**config.mk**
```make
export PLATFORM = sky130hd
export DESIGN_NAME = prc_top
export DESIGN_NICKNAME = d
export VERILOG_FILES = /design/src/design/prc_sync2.v /design/src/design/prc_top.v
export VERILOG_INCLUDE_DIRS = /design/src /design/src/design
export SDC_FILE = /design/constraint.sdc
export NUM_CORES = 1
export LEC_CHECK = 0
export BUFFER_PORTS_ARGS = -buffer_cell sky130_fd_sc_hd__buf_2
export CAP_MARGIN = 25
export CORE_ASPECT_RATIO = 0.8
export CORE_MARGIN = 2
export CORE_UTILIZATION = 55
export DETAILED_ROUTE_END_ITERATION = 8
export PLACE_DENSITY_LB_ADDON = 0.2
export SYNTH_ARGS = -nofsm -noshare
export SYNTH_HDL_FRONTEND = slang
export SYNTH_SLANG_ARGS = --single-unit
```
**constraint.sdc**
```tcl
create_clock -name i_sys_clk -period 2.1 [get_ports i_sys_clk]
set_clock_uncertainty 0.2 [all_clocks]
set_input_delay 0.21 -clock i_sys_clk [delete_from_list [all_inputs] [get_ports i_sys_clk]]
set_output_delay 0.21 -clock i_sys_clk [all_outputs]
set_load 0.02 [all_outputs]
```
**src/design/prc_defines.vh**
```
// constants for the phy reset, power-down and led control block
`ifndef PRC_DEFINES_VH
`define PRC_DEFINES_VH
`define PRC_CLK_MHZ 200
`define PRC_RST_MIN_NS 1000
`define PRC_RST_CYC ((`PRC_RST_MIN_NS * `PRC_CLK_MHZ + 999) / 1000)
`define PRC_CNT_W 8
`define PRC_ADDR_W 4
`define PRC_ADDR_CTRL 4'h0
`define PRC_ADDR_IRQ_EN 4'h1
`define PRC_ADDR_IRQ_ST 4'h2
`define PRC_ADDR_STRAP 4'h3
`define PRC_ADDR_STATUS 4'h4
`define PRC_CTRL_PIN_IRQ 0
`define PRC_CTRL_LED_ACT 1
`define PRC_CTRL_LED_COL 2
`define PRC_CTRL_RESET 8'h00
`define PRC_IRQ_W 8
`define PRC_STRAP_W 8
`define PRC_BLINK_W 23
`define PRC_BLINK_BIT 22
`endif

```
**src/design/prc_sync2.v**
```verilog
// two flip-flop synchroniser for one level
module prc_sync2 (
   // clock and reset
   input wire i_sys_clk,
   input wire i_rst,
   input wire i_rst_val,
   // level
   input wire i_d,
   output wire o_q
);
   reg meta_q;
   reg sync_q;
   always @(posedge i_sys_clk) begin
      if (i_rst) begin
         meta_q <= i_rst_val;
         sync_q <= i_rst_val;
      end else begin
         meta_q <= i_d;
         sync_q <= meta_q;
      end
   end
   assign o_q = sync_q;
endmodule

```
**src/design/prc_top.v**
```verilog
// phy reset, strap latch, irq/power-down pin, led and line pair control
//Behaviour
//RULE1 - low reset pin for 1us resets all
//RULE2 - reset returns every register to initial value; the output registers reset on i_rst only, not on the reset pin
//RULE3 - straps are latched again each reset
//RULE4 - shared pin is power-down until software selects
//RULE5 - low pin in power-down mode powers down
//RULE6 - irq mode drives pin low on irq
//RULE7 - irq output is open drain only
//RULE8 - link mode led on while link good
//RULE9 - activity mode blinks on tx/rx activity
//RULE10 - led goes to led or collision pin
//RULE11 - host gives 25 or 50 MHz clock
//RULE12 - tx pair follows negotiated speed
//RULE13 - auto crossover swaps the line pairs
//RULE14 - reset and power-down inputs are synchronised
//
// The strobed register port and the register offsets are this design's own decisions.
`include "prc_defines.vh"
module prc_top (
   // clock and reset
   input wire i_sys_clk,
   input wire i_rst,
   // device reset pin, active low
   input wire i_reset_pin_n,
   // strap pins
   input wire [`PRC_STRAP_W-1:0] i_straps,
   // shared irq or power-down pin
   input wire i_irq_or_powerdown_pin,
   output wire o_irq_or_powerdown_pin,
   output wire o_irq_or_powerdown_pin_oe,
   // events and status
   input wire [`PRC_IRQ_W-1:0] i_irq_events,
   input wire i_link_good,
   input wire i_tx_active,
   input wire i_rx_active,
   input wire i_speed_100,
   input wire i_mdix_swap,
   input wire i_rmii_mode,
   // outputs to the pads and core
   output reg o_multi_purpose_led_out,
   output reg o_col_pin_led,
   output reg o_led_on_col,
   output reg o_powerdown,
   output reg o_core_reset,
   output reg o_line_tx_100,
   output reg o_line_pairs_swapped,
   // register port
   input wire [`PRC_ADDR_W-1:0] i_addr,
   input wire [7:0] i_wdata,
   input wire i_wr,
   input wire i_rd,
   output reg [7:0] o_rdata
);
   wire reset_pin_n_s;
   wire pwdn_pin_s;
   reg [`PRC_CNT_W-1:0] low_cnt_q;
   reg dev_rst_q;
   reg [7:0] ctrl_q;
   reg [`PRC_IRQ_W-1:0] irq_en_q;
   reg [`PRC_IRQ_W-1:0] irq_st_q;
   reg [`PRC_STRAP_W-1:0] strap_q;
   reg [`PRC_BLINK_W-1:0] blink_q;
   wire soft_rst;
   wire irq_clr;
   wire led_val;
   wire irq_out;

   // reset pin idles high, power-down pin idles high through its pull-up
   prc_sync2 u_sync_rst (
      .i_sys_clk(i_sys_clk),
      .i_rst(i_rst),
      .i_rst_val(1'b1),
      .i_d(i_reset_pin_n),
      .o_q(reset_pin_n_s)
   ); // RULE14
   prc_sync2 u_sync_pwdn (
      .i_sys_clk(i_sys_clk),
      .i_rst(i_rst),
      .i_rst_val(1'b1),
      .i_d(i_irq_or_powerdown_pin),
      .o_q(pwdn_pin_s)
   ); // RULE14

   // glitches shorter than the minimum low time are ignored
   always @(posedge i_sys_clk) begin
      if (i_rst) begin
         low_cnt_q <= {`PRC_CNT_W{1'b0}};
         dev_rst_q <= 1'b1;
      end else if (reset_pin_n_s) begin
         low_cnt_q <= {`PRC_CNT_W{1'b0}};
         dev_rst_q <= 1'b0;
      end else if (low_cnt_q < `PRC_RST_CYC - 1) begin
         low_cnt_q <= low_cnt_q + 1'b1;
      end else begin
         dev_rst_q <= 1'b1; // RULE1
      end
   end
   assign soft_rst = i_rst | dev_rst_q;

   // registers, all back to reset values on either reset
   assign irq_clr = i_rd && (i_addr == `PRC_ADDR_IRQ_ST);
   always @(posedge i_sys_clk) begin
      if (soft_rst) begin
         ctrl_q <= `PRC_CTRL_RESET; // RULE2 RULE4
         irq_en_q <= {`PRC_IRQ_W{1'b0}};
         irq_st_q <= {`PRC_IRQ_W{1'b0}};
         blink_q <= {`PRC_BLINK_W{1'b0}};
      end else begin
         if (i_wr && (i_addr == `PRC_ADDR_CTRL)) begin
            ctrl_q <= i_wdata;
         end
         if (i_wr && (i_addr == `PRC_ADDR_IRQ_EN)) begin
            irq_en_q <= i_wdata;
         end
         // set wins over read clear
         irq_st_q <= (irq_clr ? {`PRC_IRQ_W{1'b0}} : irq_st_q) | i_irq_events;
         blink_q <= blink_q + 1'b1;
      end
   end

   // straps sampled throughout reset, final value held at release
   always @(posedge i_sys_clk) begin
      if (soft_rst) begin
         strap_q <= i_straps; // RULE3
      end
   end

   assign irq_out = ctrl_q[`PRC_CTRL_PIN_IRQ] && |(irq_st_q & irq_en_q);
   assign o_irq_or_powerdown_pin = 1'b0; // RULE7
   assign o_irq_or_powerdown_pin_oe = irq_out; // RULE6
   // blink only while link good, like a typical activity led
   assign led_val = ctrl_q[`PRC_CTRL_LED_ACT] ?
      (i_link_good && !((i_tx_active || i_rx_active) && blink_q[`PRC_BLINK_BIT])) : // RULE9
      i_link_good; // RULE8

   always @(posedge i_sys_clk) begin
      if (i_rst) begin
         o_multi_purpose_led_out <= 1'b0;
         o_col_pin_led <= 1'b0;
         o_led_on_col <= 1'b0;
         o_powerdown <= 1'b0;
         o_core_reset <= 1'b1;
         o_line_tx_100 <= 1'b0;
         o_line_pairs_swapped <= 1'b0;
         o_rdata <= 8'h00;
      end else begin
         o_multi_purpose_led_out <= led_val && !ctrl_q[`PRC_CTRL_LED_COL]; // RULE10
         o_col_pin_led <= led_val && ctrl_q[`PRC_CTRL_LED_COL]; // RULE10
         o_led_on_col <= ctrl_q[`PRC_CTRL_LED_COL];
         o_powerdown <= !ctrl_q[`PRC_CTRL_PIN_IRQ] && !pwdn_pin_s && !dev_rst_q; // RULE5
         o_core_reset <= dev_rst_q;
         o_line_tx_100 <= i_speed_100; // RULE12
         o_line_pairs_swapped <= i_mdix_swap; // RULE13
         o_rdata <= 8'h00;
         if (i_rd) begin
            case (i_addr)
               `PRC_ADDR_CTRL: o_rdata <= ctrl_q;
               `PRC_ADDR_IRQ_EN: o_rdata <= irq_en_q;
               `PRC_ADDR_IRQ_ST: o_rdata <= irq_st_q;
               `PRC_ADDR_STRAP: o_rdata <= strap_q;
               `PRC_ADDR_STATUS: o_rdata <= {3'h0, i_rmii_mode, i_mdix_swap, i_speed_100, pwdn_pin_s, i_link_good};
               default: o_rdata <= 8'h00;
            endcase
         end
      end
   end
endmodule

```
; ---- Yosys cells after proc, flatten, opt, wreduce, memory -nomap -nowiden
; Index checks and enable logic that the tools add are counted.
[totals]
register_bits = 83
out_inout_bits = 17
in_bits = 40
elab_cells = 56
[op_classes]
n_eq_ne = 5
bitwise_logic = 4
order_cmp = 1
add_sub_neg = 2
mux = 5
n_reduce_logical = 20
[op_table]
columns = cell, n
row1 = 8-bit one-hot mux with 5 select lines, 1
row2 = "23-bit by 1-bit adder with 23-bit output, second input constant", 1
row3 = 1-bit logical AND, 10
row4 = "8-bit by 1-bit adder with 8-bit output, second input constant", 1
row5 = 8-bit bitwise AND, 1
row6 = "4-bit by 2-bit equality test with 1-bit output, second input constant", 2
row7 = "8-bit less-than comparator, second input constant", 1
row8 = 8-bit 2-to-1 mux, 1
row9 = 8-bit bitwise OR, 1
row10 = 8-bit OR reduction, 1
row11 = 1-bit logical NOT, 5
row12 = "4-bit by 1-bit equality test with 1-bit output, second input constant", 1
row13 = "4-bit by 3-bit equality test with 1-bit output, second input constant", 1
row14 = 4-bit logical NOT, 1
row15 = 2-bit OR reduction, 2
row16 = 1-bit 2-to-1 mux, 3
row17 = "2-bit by 1-bit inequality test with 1-bit output, second input constant", 1
row18 = 1-bit logical OR, 1
row19 = 1-bit inverter, 1
row20 = 1-bit bitwise OR, 1

; ---- Logic depth before layout (Yosys ltp)
[logic_depth]
ltp_word = 6
ltp_mapped = 6
depth_no_buf = 5

; ---- Cells and area by module
; A second synthesis with hierarchy kept.
[hier_totals]
hier_cells = 347
area_unflattened_um2 = 3290.7
[by_module_without_submodules]
columns = mod, n_inst, cells_per_inst, area_each_um2, seq_area_each_um2
row1 = prc_top, 1, 339, 3165.5, 1661.6
row2 = prc_sync2, 2, 4, 62.6, 40.0

; ---- Worst setup path after synthesis
; OpenSTA, ideal clock, no wires.
[synth_timing]
kind = reg-to-reg
startpoint = register blink_q[0]
endpoint = register blink_q[22]
path_slack_ns = 0.196
stages_incl_launch_ff = 7
setup_ns = 0.070
arrival_time_ns = 1.634
synth_period_minus_slack_ns = 1.904
cell_sequence = dfxtp_1 ha_1 nand2_1 or4_1 clkbuf_2 or3_1 a21oi_1
[synth_via]
elab_chain_len = 1
[synth_lines]
columns = item, line
row1 = start: declaration, prc_top.v:63  ; reg [`PRC_BLINK_W-1:0] blink_q;
row2 = start signal: assignment, prc_top.v:108  ; blink_q <= {`PRC_BLINK_W{1'b0}};
row3 = start signal: assignment, prc_top.v:118  ; blink_q <= blink_q + 1'b1;
row4 = 23-bit by 1-bit adder with 23-bit output, prc_top.v:118
; Every way passes these cells.
; A chain may end at the register's enable or synchronous reset.

; ---- Final worst setup path
[layout_timing]
startpoint = register blink_q[2]
endpoint = register blink_q[15]
; Same word-level chain as after synthesis.

==> out/results.ini <==
[finish]
antenna_cells=0
stdcell_area_sq_um=4170
fin_nets=462
area_growth_pct=27.0
drive_gt1_frac=0.231

[logic_synthesis]
async_flop_share=0
synth_adder_area_share=0.00762
synth_mux_area_frac=0.0896
synth_edf_count=8
synth_commonest_cells=75 x dfxtp_1, 51 x nor2_1, 19 x a21oi_1, 17 x mux2i_1, 14 x a22oi_1
yosys.area.top_type=dfxtp_1
synth_top_area_frac=0.457
syn_area_sq_um=3280
avgSynthCellArea_sq_um=9.98
synth_compound_gate_area_share=0.108
ys_seq_area_frac=0.531
synthSimpleGateAreaFrac=0.195
synth_area_leaders=dfxtp_1 46%, edfxtp_1 7.3%, nor2_1 5.8%
ys_types=42
synth_seq_cells=83
synth_most_common_cell=dfxtp_1
yosys_warnings=0
synth_top_family_by_area=simple AND/OR/NAND/NOR gates
syn_inst=329
synth.net_count=371
synth-xor-area-share=0.0400
yosys_most_used_dff=dfxtp_1

[sta]
slew_headroom=0.622
slew_viol_final=0
grt_setup_unrepaired=false
finalCritPeriodShare=0.925
worstMarginPinSlew_ns=0.559
timing.fmax_ghz=0.515
setup_tns_ns=0
min_period_ns=1.94
finalHoldViolCount=0
setup_viol=0

[clocking]
cts_tree=done
clk_pin_slew_ns=0.08
cts_buffers=9
cts-root-buf=clkbuf_8
clk_path_buf_depth=2
clkSinkCount=83
post_cts_buffers=0
clk_latency_ns=0.35
htree_levels=3

[hold_path]
hold_class=in -> reg
min-delay-start=i_addr[3]

[floorplan]
die_area_sq_um=6600
start_util=0.561
io_pins=57
die_x_microns=90.4
num_rows=25
die_h_microns=73.1
coreArea_sq_um=5850

[worst_setup_path]
slowest_stage=or4_1
worstReg2RegEnd=blink_q[15]
crit_type=reg -> reg
required_ns=2.18
worstPathMaxFanout=8
path_delay_family=simple AND/OR/NAND/NOR gates
critPathArrivalTime_ns=2.02
crit_cells=4
critPathBufInv=0
timing.critical_path.slowest_cell_delay_ns=0.64
endpoint_kind=flip-flop
timing.rr.start=blink_q[2]
rrSetupSlack_ns=0.16
timing.critical_path.from=blink_q[2]
endpoint=blink_q[15]
reg2reg_depth=4
path_cells=nand3_1 -> or4_1 -> or3_1 -> a21oi_1
cp-start-kind=flip-flop

[global_route]
antenna_found_initial=0
grt_max_degree=46
grt_pass1_wl_mm=11.7
grt_pass1_vias=2560
overflow=0
grt_use_total=0.222

[run_status]
outcome=finished, final reports clean

[routing]
routedWlPerCell_microns=13.9
remaining_drc_errors=0
drt-total-wl_mm=7.05
vias=2716
ant_nets=0
drt-initial-drc-count=114
vias_per_cell=5.37
drtPass1Iterations=5

[flow_run]
drv_cap=0

[power]
ir_drop_uv=582
p_leak_uw=0.00169
p_per_area_nw_per_um2=692

[placed_design]
dp_hpwl_mm=4.77
place.port_buffers=55
placed_area_sq_um=3670
gp_congestion=0.825

through the flow:
| step | total power [uW] | cells | utilization | setup WS, ns | hold WS, ns |
|---|---|---|---|---|---|
| after global routing | 2990 | 506 | 0.713 | 0.0245 | 0.0157 |
| after CTS | 2900 | 506 | 0.711 | 0.0280 | 0.00572 |
| after floorplan | 1780 | 329 | - | 0.196 | 0.109 |
| after global placement | 1850 | 458 | 0.627 | 0.124 | 0.187 |
| final | 2880 | 506 | 0.713 | 0.157 | 0.00562 |
| after detailed placement | 1850 | 458 | 0.627 | 0.0444 | 0.188 |
worst reg2reg max path: stages, from the launching register on:
cell and delay, ns:
dfxtp_1 0.42, nand3_1 0.13, or4_1 0.64, or3_1 0.35, a21oi_1 0.14
cells by family after synthesis:
logic type	count (synthesis)
XOR/XNOR	15
buffers and inverters	21
AND/OR/NAND/NOR	124
multiplexers	25
AO/OA/AOI/OAI	58
adder cells (fa/ha/maj)	2
other	1
flip-flops	83
layout by cell type, fill, tap and decap left out, types with 12 or more instances in the layout:
cell and instances:
dfxtp_1 75, buf_2 55, nor2_1 51, dlygate4sd3_1 32, a21oi_1 19, mux2i_1 17, a22oi_1 14, o21ai_0 12
nand3_1 12
how the worst min path moves through the flow:
| stage | to | cells after the start |
|---|---|---|
| 4_1_cts | o_rdata[3] | 3 |
| 2_1_floorplan | strap_q[0] | 0 |
| 6_report | o_rdata[3] | 3 |
| 3_3_place_gp | strap_q[3] | 1 |
| 5_1_grt | o_rdata[3] | 3 |
| 3_5_place_dp | strap_q[0] | 1 |
power by group:
group          leakage, uW  total, uW  switching (uW)  internal [uW]
sequential        0.000690       1650            15.3           1630
clock            0.0000907       1020             557            462
combinational     0.000908        219             100            119
final cells by class:
cell class                      count  area [sq um]
Sequential cell                    83          1740
Fill cell                         464          1680
Multi-Input combinational cell    225          1460
Timing Repair Buffer               96           676
Clock buffer                       12           145
Tap cell                           81           101
Clock inverter                      4          25.0
Inverter                            5          18.8
state kept, by name, summed over array words and instances, names as in the netlist:
signal,cells
blink_q,23
o_powerdown,1
o_led_on_col,1
o_multi_purpose_led_out,1
irq_en_q,8
o_line_pairs_swapped,1
low_cnt_q,8
strap_q,8
u_sync_pwdn.meta_q,1
u_sync_pwdn.o_q,1
irq_st_q,8
dev_rst_q,1
o_rdata,8
o_col_pin_led,1
o_core_reset,1
ctrl_q,8
o_line_tx_100,1
u_sync_rst.meta_q,1
u_sync_rst.o_q,1
timing repair:
| item | 4_1_cts | 5_1_grt |
|---|---|---|
| gates resized for setup | 0 | 4 |
| hold buffers | 32 | 0 |
| hold endpoints to repair | 39 | 0 |
| endpoints found under the setup margin | 0 | 9 |
metal layers:
layer | routed length (microns) | part of all wire | track usage
met1 | 3240 | 0.46 | 0.272
met2 | 3430 | 0.49 | 0.383
met3 | 261 | 0.037 | 0.0527
met4 | 117 | 0.017 | 0.0957
met5 | 0 | 0 | 0
No activity file was read; power rests on OpenSTA's default activity.
